<file path="config.mk">
export PLATFORM = sky130hd
export DESIGN_NAME = chd_decode
export DESIGN_NICKNAME = d
export VERILOG_FILES = /design/src/verilog/chd_pkg.sv /design/src/verilog/chd_decode.sv /design/src/verilog/chd_operand_port.sv
export SDC_FILE = /design/constraint.sdc
export NUM_CORES = 1
export LEC_CHECK = 0
export BUFFER_PORTS_ARGS = -buffer_cell sky130_fd_sc_hd__buf_2
export CAP_MARGIN = 20
export CORE_UTILIZATION = 45
export DETAILED_ROUTE_END_ITERATION = 8
export PLACE_DENSITY_LB_ADDON = 0.3
export SLEW_MARGIN = 20
export SYNTH_ARGS = -nofsm -noshare
export SYNTH_HDL_FRONTEND = slang
export SYNTH_SLANG_ARGS = --single-unit
</file>
<file path="constraint.sdc">
create_clock -name sys_clk -period 6.5 [get_ports sys_clk]
set_input_delay 0.65 -clock sys_clk [delete_from_list [all_inputs] [get_ports sys_clk]]
set_output_delay 0.65 -clock sys_clk [all_outputs]
set_load 0.005 [all_outputs]
</file>
<file path="src/verilog/chd_pkg.sv">
// package of constants for the compressed high-register, branch and load decode block
// Notes on behaviour
// - only compare in the high-register group updates flags; add, move, branch keep them.
// - opcode 00 adds source to destination and writes the sum back.
// - opcode 01 subtracts source from destination, drops result, sets flags.
// - opcode 10 copies source register into destination register.
// - opcode 11 with destination-high clear branches to address in source register.
// - branch target bit 0 picks state: 0 gives 32-bit, 1 gives compressed.
// - reading register 15 here yields instruction address plus 4, bit 0 cleared.
// - pc-relative load adds up to 255-word offset, loads word into low register.
// - pc-relative base is instruction address plus 4 with bit 1 cleared.
// - the 8-bit offset field counts words; byte offset is field shifted left 2.
// - register-offset transfers address base register plus offset register, both low.
// - store when load bit clear; byte bit picks word or low-byte store.
// - load when load bit set; byte bit picks word or single-byte load.
// - each instruction takes the same cycles as its 32-bit equivalent.
`default_nettype none
package chd_pkg;
  // ************************************************************
  // encodings
  // ************************************************************
  localparam logic [5:0] HI_GROUP_TAG = 6'h11;  // bits 15:10 = 010001
  localparam logic [4:0] PC_LOAD_TAG = 5'h09;   // bits 15:11 = 01001
  localparam logic [3:0] REG_OFS_TAG = 4'h5;    // bits 15:12 = 0101
  localparam logic [1:0] OP_ADD = 2'h0;
  localparam logic [1:0] OP_CMP = 2'h1;
  localparam logic [1:0] OP_MOV = 2'h2;
  localparam logic [1:0] OP_BX = 2'h3;
  localparam logic [3:0] PC_INDEX = 4'hf;
  localparam logic [31:0] PC_AHEAD = 32'h0000_0004;
  localparam int WORD_SHIFT = 2;
  // flag bit positions in the flag vector {n,z,c,v}
  localparam int FLAG_N = 3;
  localparam int FLAG_Z = 2;
  localparam int FLAG_C = 1;
  localparam int FLAG_V = 0;
  // ************************************************************
  // cycle counts matching the 32-bit equivalents
  // ************************************************************
  localparam logic [1:0] CYC_ALU = 2'h1;
  localparam logic [1:0] CYC_PC_WRITE = 2'h3;
  localparam logic [1:0] CYC_STORE = 2'h2;
  localparam logic [1:0] CYC_LOAD = 2'h3;
  localparam logic [31:0] RESET_PC = 32'h0000_0000;
  localparam logic [3:0] RESET_FLAGS = 4'h0;
  typedef enum logic [3:0] {
    CHD_IDLE = 4'b0001,
    CHD_WAIT = 4'b0010,
    CHD_MEM = 4'b0100,
    CHD_DONE = 4'b1000
  } chd_state_e;
endpackage : chd_pkg
`default_nettype wire

</file>
<file path="src/verilog/chd_decode.sv">
// decode and execute of high-register ops, pc-relative load and register-offset transfers
`default_nettype none
module chd_decode (
  // clock and reset
  input wire logic sys_clk,
  input wire logic rst_n,
  input wire logic clk_en,
  // instruction issue
  input wire logic issue_valid,
  input wire logic [15:0] issue_instr,
  input wire logic [31:0] issue_addr,
  output logic issue_ready,
  output logic issue_illegal,
  // register file read ports
  output logic [3:0] rd_a_idx,
  input wire logic [31:0] rd_a_data,
  output logic [3:0] rd_b_idx,
  input wire logic [31:0] rd_b_data,
  output logic [3:0] rd_c_idx,
  input wire logic [31:0] rd_c_data,
  // register file write
  output logic wr_en,
  output logic [3:0] wr_idx,
  output logic [31:0] wr_data,
  // status flags
  input wire logic [3:0] current_status_flags,
  output logic flags_wr,
  output logic [3:0] flags_new,
  // fetch and state
  output logic branch_taken,
  output logic [31:0] branch_target,
  output logic wide_state,
  // data memory
  output logic mem_req,
  output logic mem_we,
  output logic mem_byte,
  output logic [31:0] mem_addr,
  output logic [31:0] mem_wdata,
  input wire logic mem_ack,
  input wire logic [31:0] mem_rdata
);
  // ************************************************************
  // reset release
  // ************************************************************
  logic rst_s1_r;
  logic rst_s2_r;
  always_ff @(posedge sys_clk or negedge rst_n) begin
    if (!rst_n) begin
      rst_s1_r <= 1'b0;
      rst_s2_r <= 1'b0;
    end else begin
      rst_s1_r <= 1'b1;
      rst_s2_r <= rst_s1_r;
    end
  end

  // ************************************************************
  // field decode
  // ************************************************************
  logic is_hi, is_pcl, is_ro, dest_high_select, src_high_select, ld_bit, byte_bit;
  logic [1:0] group_opcode;
  logic [3:0] high_dest_reg, high_src_reg, base_reg, offset_reg, low_dest_reg;
  assign is_hi = issue_instr[15:10] == chd_pkg::HI_GROUP_TAG;
  assign is_pcl = issue_instr[15:11] == chd_pkg::PC_LOAD_TAG;
  assign is_ro = (issue_instr[15:12] == chd_pkg::REG_OFS_TAG) && !issue_instr[9];
  assign group_opcode = issue_instr[9:8];
  assign dest_high_select = issue_instr[7];
  assign src_high_select = issue_instr[6];
  assign high_dest_reg = {dest_high_select, issue_instr[2:0]};
  assign high_src_reg = {src_high_select, issue_instr[5:3]};
  assign base_reg = {1'b0, issue_instr[5:3]};
  assign offset_reg = {1'b0, issue_instr[8:6]};
  assign low_dest_reg = is_pcl ? {1'b0, issue_instr[10:8]} : {1'b0, issue_instr[2:0]};
  assign ld_bit = issue_instr[11];
  assign byte_bit = issue_instr[10];

  // ************************************************************
  // operands
  // ************************************************************
  logic [31:0] opa, opb, opc, pc_base, pc_plus, pcl_addr;
  chd_operand_port u_port_a (
    .idx(is_hi ? high_dest_reg : base_reg),
    .instr_addr(issue_addr),
    .rf_addr(rd_a_idx),
    .rf_data(rd_a_data),
    .value(opa)
  );
  chd_operand_port u_port_b (
    .idx(is_hi ? high_src_reg : offset_reg),
    .instr_addr(issue_addr),
    .rf_addr(rd_b_idx),
    .rf_data(rd_b_data),
    .value(opb)
  );
  chd_operand_port u_port_c (
    .idx(low_dest_reg),
    .instr_addr(issue_addr),
    .rf_addr(rd_c_idx),
    .rf_data(rd_c_data),
    .value(opc)
  );
  assign pc_plus = issue_addr + chd_pkg::PC_AHEAD;
  assign pc_base = {pc_plus[31:2], 1'b0, pc_plus[0]};
  assign pcl_addr = pc_base + {22'h0, issue_instr[7:0], 2'h0};

  logic [32:0] sum, diff;
  logic [3:0] cmp_flags;
  assign sum = {1'b0, opa} + {1'b0, opb};
  assign diff = {1'b0, opa} + {1'b0, ~opb} + 33'h0_0000_0001;
  always_comb begin
    cmp_flags = current_status_flags;
    cmp_flags[chd_pkg::FLAG_N] = diff[31];
    cmp_flags[chd_pkg::FLAG_Z] = diff[31:0] == 32'h0000_0000;
    cmp_flags[chd_pkg::FLAG_C] = diff[32];
    cmp_flags[chd_pkg::FLAG_V] = (opa[31] != opb[31]) && (diff[31] != opa[31]);
  end

  // ************************************************************
  // sequencer
  // ************************************************************
  chd_pkg::chd_state_e state_r, state_nxt;
  logic [1:0] cnt_r, cnt_nxt, after_r, after_nxt;
  logic ready_r, ready_nxt, illegal_r, illegal_nxt, wr_en_r, wr_en_nxt, flags_wr_r, flags_wr_nxt;
  logic br_r, br_nxt, wide_r, wide_nxt, mreq_r, mreq_nxt, mwe_r, mwe_nxt, mbyte_r, mbyte_nxt;
  logic [3:0] wr_idx_r, wr_idx_nxt, flags_r, flags_nxt;
  logic [31:0] wr_data_r, wr_data_nxt, bt_r, bt_nxt, maddr_r, maddr_nxt, mwdata_r, mwdata_nxt;

  always_comb begin
    state_nxt = state_r;
    cnt_nxt = cnt_r;
    ready_nxt = ready_r;
    illegal_nxt = 1'b0;
    wr_en_nxt = 1'b0;
    wr_idx_nxt = wr_idx_r;
    wr_data_nxt = wr_data_r;
    flags_wr_nxt = 1'b0;
    flags_nxt = flags_r;
    br_nxt = 1'b0;
    bt_nxt = bt_r;
    wide_nxt = wide_r;
    mreq_nxt = mreq_r;
    mwe_nxt = mwe_r;
    mbyte_nxt = mbyte_r;
    maddr_nxt = maddr_r;
    mwdata_nxt = mwdata_r;
    after_nxt = after_r;
    case (state_r)
      chd_pkg::CHD_IDLE: begin
        ready_nxt = 1'b1;
        if (issue_valid && ready_r) begin
          ready_nxt = 1'b0;
          state_nxt = chd_pkg::CHD_WAIT;
          cnt_nxt = chd_pkg::CYC_ALU;
          if (is_hi) begin
            case (group_opcode)
              chd_pkg::OP_ADD: begin
                wr_en_nxt = 1'b1;
                wr_idx_nxt = high_dest_reg;
                wr_data_nxt = sum[31:0];
                if (high_dest_reg == chd_pkg::PC_INDEX) begin
                  br_nxt = 1'b1;
                  bt_nxt = {sum[31:1], 1'b0};
                  cnt_nxt = chd_pkg::CYC_PC_WRITE;
                end
              end
              chd_pkg::OP_CMP: begin
                flags_wr_nxt = 1'b1;
                flags_nxt = cmp_flags;
              end
              chd_pkg::OP_MOV: begin
                wr_en_nxt = 1'b1;
                wr_idx_nxt = high_dest_reg;
                wr_data_nxt = opb;
                if (high_dest_reg == chd_pkg::PC_INDEX) begin
                  br_nxt = 1'b1;
                  bt_nxt = {opb[31:1], 1'b0};
                  cnt_nxt = chd_pkg::CYC_PC_WRITE;
                end
              end
              default: begin
                if (dest_high_select) begin
                  illegal_nxt = 1'b1;
                end else begin
                  br_nxt = 1'b1;
                  bt_nxt = {opb[31:1], 1'b0};
                  wide_nxt = ~opb[0];
                  cnt_nxt = chd_pkg::CYC_PC_WRITE;
                end
              end
            endcase
          end else if (is_pcl || is_ro) begin
            state_nxt = chd_pkg::CHD_MEM;
            mreq_nxt = 1'b1;
            mwe_nxt = is_ro && !ld_bit;
            mbyte_nxt = is_ro && byte_bit;
            maddr_nxt = is_pcl ? pcl_addr : opa + opb;
            mwdata_nxt = byte_bit ? {24'h0, opc[7:0]} : opc;
            wr_idx_nxt = low_dest_reg;
            after_nxt = (is_ro && !ld_bit) ? 2'h0 : 2'h1;
          end else begin
            illegal_nxt = 1'b1;
            state_nxt = chd_pkg::CHD_DONE;
          end
        end
      end
      chd_pkg::CHD_MEM: begin
        if (mem_ack) begin
          mreq_nxt = 1'b0;
          state_nxt = chd_pkg::CHD_WAIT;
          // extra cycles keep store and load timing equal to the wide forms
          cnt_nxt = (after_r != 2'h0) ? chd_pkg::CYC_LOAD - 2'h1 : chd_pkg::CYC_STORE - 2'h1;
          if (after_r != 2'h0) begin
            wr_en_nxt = 1'b1;
            wr_data_nxt = mbyte_r ? {24'h0, mem_rdata[7:0]} : mem_rdata;
          end
        end
      end
      chd_pkg::CHD_WAIT: begin
        if (cnt_r <= 2'h1) begin
          state_nxt = chd_pkg::CHD_DONE;
        end else begin
          cnt_nxt = cnt_r - 2'h1;
        end
      end
      chd_pkg::CHD_DONE: begin
        state_nxt = chd_pkg::CHD_IDLE;
        ready_nxt = 1'b1;
      end
      default: begin
        state_nxt = chd_pkg::CHD_IDLE;
      end
    endcase
  end

  always_ff @(posedge sys_clk or negedge rst_s2_r) begin
    if (!rst_s2_r) begin
      state_r <= chd_pkg::CHD_IDLE;
      cnt_r <= 2'h0;
      ready_r <= 1'b0;
      illegal_r <= 1'b0;
      wr_en_r <= 1'b0;
      wr_idx_r <= 4'h0;
      wr_data_r <= 32'h0000_0000;
      flags_wr_r <= 1'b0;
      flags_r <= chd_pkg::RESET_FLAGS;
      br_r <= 1'b0;
      bt_r <= chd_pkg::RESET_PC;
      wide_r <= 1'b0;
      mreq_r <= 1'b0;
      mwe_r <= 1'b0;
      mbyte_r <= 1'b0;
      maddr_r <= 32'h0000_0000;
      mwdata_r <= 32'h0000_0000;
      after_r <= 2'h0;
    end else if (clk_en) begin
      state_r <= state_nxt;
      cnt_r <= cnt_nxt;
      ready_r <= ready_nxt;
      illegal_r <= illegal_nxt;
      wr_en_r <= wr_en_nxt;
      wr_idx_r <= wr_idx_nxt;
      wr_data_r <= wr_data_nxt;
      flags_wr_r <= flags_wr_nxt;
      flags_r <= flags_nxt;
      br_r <= br_nxt;
      bt_r <= bt_nxt;
      wide_r <= wide_nxt;
      mreq_r <= mreq_nxt;
      mwe_r <= mwe_nxt;
      mbyte_r <= mbyte_nxt;
      maddr_r <= maddr_nxt;
      mwdata_r <= mwdata_nxt;
      after_r <= after_nxt;
    end
  end

  assign issue_ready = ready_r;
  assign issue_illegal = illegal_r;
  assign wr_en = wr_en_r;
  assign wr_idx = wr_idx_r;
  assign wr_data = wr_data_r;
  assign flags_wr = flags_wr_r;
  assign flags_new = flags_r;
  assign branch_taken = br_r;
  assign branch_target = bt_r;
  assign wide_state = wide_r;
  assign mem_req = mreq_r;
  assign mem_we = mwe_r;
  assign mem_byte = mbyte_r;
  assign mem_addr = maddr_r;
  assign mem_wdata = mwdata_r;
endmodule // chd_decode
`default_nettype wire

</file>
<file path="src/verilog/chd_operand_port.sv">
// one register-file read port with the program counter substitution
`default_nettype none
module chd_operand_port (
  // selection
  input wire logic [3:0] idx,
  input wire logic [31:0] instr_addr,
  // register file read
  output logic [3:0] rf_addr,
  input wire logic [31:0] rf_data,
  // operand
  output logic [31:0] value
);
  logic [31:0] pc_val;
  assign rf_addr = idx;
  assign pc_val = instr_addr + chd_pkg::PC_AHEAD;
  always_comb begin
    if (idx == chd_pkg::PC_INDEX) begin
      value = {pc_val[31:1], 1'b0};
    end else begin
      value = rf_data;
    end
  end
endmodule // chd_operand_port
`default_nettype wire

</file>
==> results of run 1 <==
==> timing repair <==
item / in CTS / in global routing
hold buffers: 1 / 0
buffers inserted: 0 / 0
hold endpoints to repair: 2 / 0
==> flip-flops by register name (all words and copies together) (netlist names) <==
signal / cells
mem_addr: 32
mem_wdata: 32
wr_data: 32
branch_target: 31
flags_new: 4
state_r: 4
wr_idx: 4
cnt_r: 2
after_r: 1
branch_taken: 1
flags_wr: 1
issue_illegal: 1
issue_ready: 1
mem_byte: 1
mem_req: 1
mem_we: 1
rst_s1_r: 1
rst_s2_r: 1
wide_state: 1
wr_en: 1
==> cell usage in the layout (no fill, tap or decap), types with 17 or more instances in the layout <==
cell type	synthesis	final
dfrtp_1	152	151
ha_1	71	71
nor4_1	17	17
a21oi_1	179	178
o31ai_1	25	25
nor2_1	169	168
o21ai_0	160	160
a31oi_1	28	28
inv_1	86	86
and3_1	23	23
nand3b_1	28	28
clkbuf_16	0	17
nor3_1	40	40
a21o_1	25	25
nand2_1	343	342
nand2b_1	21	21
buf_2	6	335
o211ai_1	20	20
xnor2_1	59	59
buf_4	3	74
nand3_1	40	40
xor2_1	28	28
==> how the worst max path moves through the flow <==
stage | startpoint | endpoint | cells past startpoint
after floorplan | issue_addr[10] | flags_new[2] | 23
after global placement | issue_addr[10] | flags_new[2] | 23
after detailed placement | issue_addr[10] | flags_new[2] | 23
after CTS | issue_addr[10] | flags_new[2] | 23
after global routing | issue_addr[2] | flags_new[2] | 24
final | issue_addr[2] | flags_new[2] | 24
==> per-layer routing <==
layer,wire [um],up-vias,track usage,share of wire
met5,0,-,0,0
met4,2430,0,0.151,0.042
met3,5240,126,0.0609,0.091
met2,26300,855,0.590,0.46
met1,23600,7455,0.496,0.41
li1,-,7173,-,-
==> cell type report <==
class                           instances  share of cell area
Antenna cell                            7             0.00107
Clock buffer                           17              0.0259
Clock inverter                         15              0.0106
Inverter                               86              0.0197
Multi-Input combinational cell       1506               0.542
Sequential cell                       153               0.234
Tap cell                              384              0.0293
Timing Repair Buffer                  411               0.138
==> cells by family (layout without fill, tap and decap cells) <==
family          after synthesis  after routing  share of synthesized area
simple gates                767            767                      0.264
fa+ha+maj                    74             74                     0.0698
mux                          19             19                     0.0156
flops                       153            153                      0.285
compound gates              556            556                      0.252
xor+xnor                     87             87                     0.0566
other cells                   2             10                   0.000558
buf+inv                     198            529                     0.0566
==> cell usage after synthesis (4+ instances only) <==
cell,count
or3_1,8
a31oi_1,28
a311oi_1,10
o22ai_1,4
buf_2,6
and4_1,8
mux2_2,6
ha_1,71
and3_1,23
nor3_1,40
dfrtp_1,152
and2_1,9
nand3b_1,28
nand2b_1,21
o21ai_1,6
nor4b_1,4
buf_1,5
or4_1,5
o31ai_1,25
o21bai_1,13
nor2_1,169
a2111oi_0,5
nand3_1,40
o21ai_0,160
a221oi_1,5
xor2_1,28
clkbuf_1,98
nand4_1,14
nor4_1,17
nor2b_1,15
nor3b_1,4
a21boi_0,5
or2_2,4
inv_1,86
a211oi_1,13
o21a_1,10
xnor2_1,59
mux2i_1,12
nand2_1,343
a21o_1,25
o211ai_1,20
a21oi_1,179
==> power breakdown <==
part           internal [mW]  leakage [nW]  switching (mW)  total [mW]
Sequential              1.13          2.05           0.115        1.24
Clock                  0.522         0.290           0.527        1.05
Combinational          0.539          5.92           0.856        1.40
==> metrics.txt, run 1 <==
row count=62; clock buffer count from CTS=17; DRT iter0 DRCs=1645; area of the multi-input gates=0.00890 mm^2; Hold Slack=0.281 ns; Pins Over Slew Limit=0; Core Area=0.0291 mm^2; Max Cap Viol=0; Slew HR=0.195; Max FO, Critical Path=6; Die W=175 um; pwr/cell area=224 mW/mm^2; critical path's slowest cell=or4_1; Final period util=0.889; total gr overflow=0; Setup Skew=0.0255 ns; IO buf count=335; gr usage total=0.370; fin cells=2579; CTS tree=done; Netlist cell types=87; Final setup viols=0; critical path endpoint category=register; Post-DRT Antenna Nets=0; crit path DAT=6.14 ns; Nets=2433; critical path startpoint category=input pin; drt pass-1 iters=6; vias per cell=6.05; type of the worst setup path=input pin to register; CTS resizes=0; Worst Path Buf+Inv=3; drt total wl=57.5 mm; share of the synthesized area in the top cell type=0.283; Yosys warnings=0; I/O pins=342; Final WS setup=0.721 ns; largest net degree at the start of global routing=62; #FFs+latches synth=153; Post-Place Cells=2539; Clock Path Buffers=2; Slew @ Worst Pin=1.20 ns; root buffer cell=clkbuf_16; Worst path max stage delay=0.54 ns; total power=3.69 mW; status=finished, final reports clean; via count=15.6k; vias in the first global route=14.4k; Netlist Area Pre-Place=0.0135 mm^2; cell taking the most area after synthesis=dfrtp_1; fin util=0.564; top_reg_cell synth=dfrtp_1; R2R depth=10; worst skew pair latency=0.44 ns; Reg-to-Reg Start=state_r[0]; reg-to-reg endpoint=flags_new[2]; CTS Sinks=153; CP delay by family, top=simple AND/OR/NAND/NOR gates; Post-synth ARST share=1.00; Seq/Total Area, Yosys=0.285; dpl ws=0.363 ns; Cells after Synth=1856; Die Height=175 um; GP Congestion=0.976; RSZ-0062 raised after global routing=no; Design Area, Final=0.0164 mm^2; Critical Path RT=6.86 ns; Max H-tree Level=4; drt drc=0; R2R setup slack=1.87 ns; initial antenna violation count=7; Fin Setup TNS=0 ns; min Tclk post-route=5.78 ns; Hold Violations, Final=0; Storage cell area=0.00383 mm^2; fraction of layout cells with a size suffix above 1=0.218; mean post-synth cell area=7.25 um^2; hpwl dp=45.9 mm; Worst VDD drop=0.158 mV; number of flops mapped to enable cells by yosys=0; fmax=173 MHz; top cells by area, synth=dfrtp_1, nand2_1, a21oi_1, ha_1, o21ai_0; Die ar.=0.0306 mm^2; fill cell count=2882; DR WL/cell=22.3 um; Area growth, synth to finish=22.0%; critical path cell sequence=buf_2, ha_1, and3_1, nand4_1, nor3_1, buf_4, nand3_1, xor2_1, nor2_1, a21oi_1, inv_1, ha_1, nor2b_1, o21ai_0, a21oi_1, a2111oi_0, nand3_1, or4_1, nor4_1, o2111ai_1, or4_1, nor4b_2, nand4b_1, o21ai_1; Hold WC Path Type=register to async pin; Placed Area=0.0158 mm^2; Leakage=8.26 nW; first-pass GRT wire length=86.0 mm; initial core utilization=0.462; clk slew on worst S/H paths=0.09 ns
(Power assumes the default switching activity.)
==> run 2: changes to the inputs <==
--- a/config.mk
+++ b/config.mk
@@ -7,7 +7,9 @@
 export LEC_CHECK = 0
 export BUFFER_PORTS_ARGS = -buffer_cell sky130_fd_sc_hd__buf_2
 export CAP_MARGIN = 20
-export CORE_UTILIZATION = 45
+export CELL_PAD_IN_SITES_DETAIL_PLACEMENT = 2
+export CELL_PAD_IN_SITES_GLOBAL_PLACEMENT = 2
+export CORE_UTILIZATION = 30
 export DETAILED_ROUTE_END_ITERATION = 8
 export PLACE_DENSITY_LB_ADDON = 0.3
 export SLEW_MARGIN = 20
==> run 2 against run 1 <==
Net effect: cell count increased by 10%; wire length increased by 32%; power increased by 7.5%; non-clock buffer count increased by 53; clock-buffer cell count unchanged; sequential power about the same.
==> metrics.txt, run 2 (synthesized netlist as in run 1, its figures left out) <==
Worst VDD drop=0.167 mV; Max Cap Viol=0; Die W=214 um; vias per cell=5.69; Pins Over Slew Limit=0; I/O pins=342; Final setup viols=0; Hold WC Path Type=register to async pin; RSZ-0062 raised after global routing=no; critical path endpoint category=register; Placed Area=0.0165 mm^2; Hold Violations, Final=0; Leakage=8.52 nW; root buffer cell=clkbuf_16; row count=77; min Tclk post-route=6.03 ns; GP Congestion=1.00; metal1 wirelength=33.0 mm; drt drc=0; CTS tree=done; total gr overflow=0; Design Area, Final=0.0171 mm^2; Slew @ Worst Pin=1.15 ns; Core Area=0.0442 mm^2; gr usage total=0.332; status=finished, final reports clean; met3 wire length=3.99 mm; crit path DAT=6.44 ns; vias in the first global route=17.0k; fill cell count=5233; Worst path max stage delay=0.46 ns; commonest cells after routing, fill and taps aside=nand2_1, buf_2, a21oi_1; initial antenna violation count=5; drt pass-1 iters=7; Die ar.=0.0457 mm^2; drt total wl=76.2 mm; Hold Slack=0.223 ns; Final period util=0.928; DRT iter0 DRCs=1236; IO buf count=335; leading cell type in the layout, fill and taps excluded=nand2_1; critical path cell sequence=buf_2, ha_1, and3_1, nand4_1, nor3_1, buf_4, and3_1, nand3_1, xor2_1, o21ai_0, ha_1, nor4_1, a21boi_0, nor2_1, o21ai_0, o31ai_1, nor4_1, o2111ai_1, or4_1, nor4b_2, nand4b_1, o21ai_1; Setup Skew=0.0127 ns; type of the worst setup path=input pin to register; Max H-tree Level=4; hpwl dp=61.7 mm; initial core utilization=0.304; first-pass GRT wire length=111 mm; R2R setup slack=1.98 ns; pwr/cell area=232 mW/mm^2; R2R depth=10; fraction of layout cells with a size suffix above 1=0.238; DR WL met2=36.1 mm; critical path startpoint category=input pin; Slew HR=0.226; DR WL/cell=26.8 um; critical path's slowest cell=ha_1; Max FO, Critical Path=7; Fin Setup TNS=0 ns; clock buffer count from CTS=17; Clock Path Buffers=2; largest net degree at the start of global routing=73; Area growth, synth to finish=27.1%; fmax=166 MHz; via count=16.1k; Nets=2486; CTS Sinks=153; Critical Path RT=6.91 ns; clk slew on worst S/H paths=0.08 ns; worst skew pair latency=0.47 ns; fin util=0.387; Post-DRT Antenna Nets=0; top layer in use=met5; Die Height=214 um
## run 2: changes by cell type in the layout (fill, tap and decap cells not counted), sizes merged
cell	previous run	this run
clkinvlp	1	3
buf	410	463
clkinv	6	2
bufinv	0	3
diode	7	5
inv	94	93
## run 2: critical path, delay by kind of cell
| family | cells | cell delay (ns) |
|---|---|---|
| AO/OA/AOI/OAI | 6 | 1.48 |
| adder cells (fa/ha/maj) | 2 | 0.73 |
| buffers and inverters | 2 | 0.28 |
| AND/OR/NAND/NOR | 11 | 2.86 |
| XOR/XNOR | 1 | 0.42 |
## run 2: final timing paths
kind | startpoint | end
worst max-delay path | issue_addr[2] | flags_new[2]
max in group asynchronous | rst_s2_r | mem_we
worst max register to register | state_r[0] | flags_new[2]
min in group sys_clk | rst_s1_r | rst_s2_r
worst min-delay path | rst_s2_r | state_r[2]
worst min register to register | rst_s2_r | state_r[2]
## run 2: layout make-up
class / count / area [um^2] / area share
Multi-Input combinational cell: 1506 / 8910 / 0.521
Clock buffer: 17 / 425 / 0.0249
Antenna cell: 5 / 12.5 / 0.000732
Timing Repair Buffer: 464 / 2660 / 0.156
Tap cell: 592 / 741 / 0.0433
Sequential cell: 153 / 3830 / 0.224
Clock inverter: 15 / 189 / 0.0111
Inverter: 86 / 323 / 0.0189
## run 2: timing repair
action,CTS,global route
hold buffers,1,0
buffers inserted,0,0
hold endpoints to repair,2,0
resized for setup,0,0
## run 2: power breakdown
| group | total, mW | switching, mW | internal (mW) |
|---|---|---|---|
| Combinational | 1.61 | 1.01 | 0.597 |
| Sequential | 1.25 | 0.123 | 1.13 |
| Clock | 1.10 | 0.489 | 0.613 |
## run 2: stage by stage
step	setup slack, ns	power, mW	cells
after floorplan	1.08	2.02	1857
after global placement	0.319	2.77	2800
after detailed placement	0.194	2.84	2800
after CTS	0.649	3.96	2833
after global routing	0.116	4.16	2834
final	0.470	3.96	2838
## run 2: routing by layer
layer / vias up / GRT usage
met3: 120 / 0.0458
met4: 4 / 0.137
met5: - / 0
li1: 7276 / -
met2: 539 / 0.551
met1: 8199 / 0.431
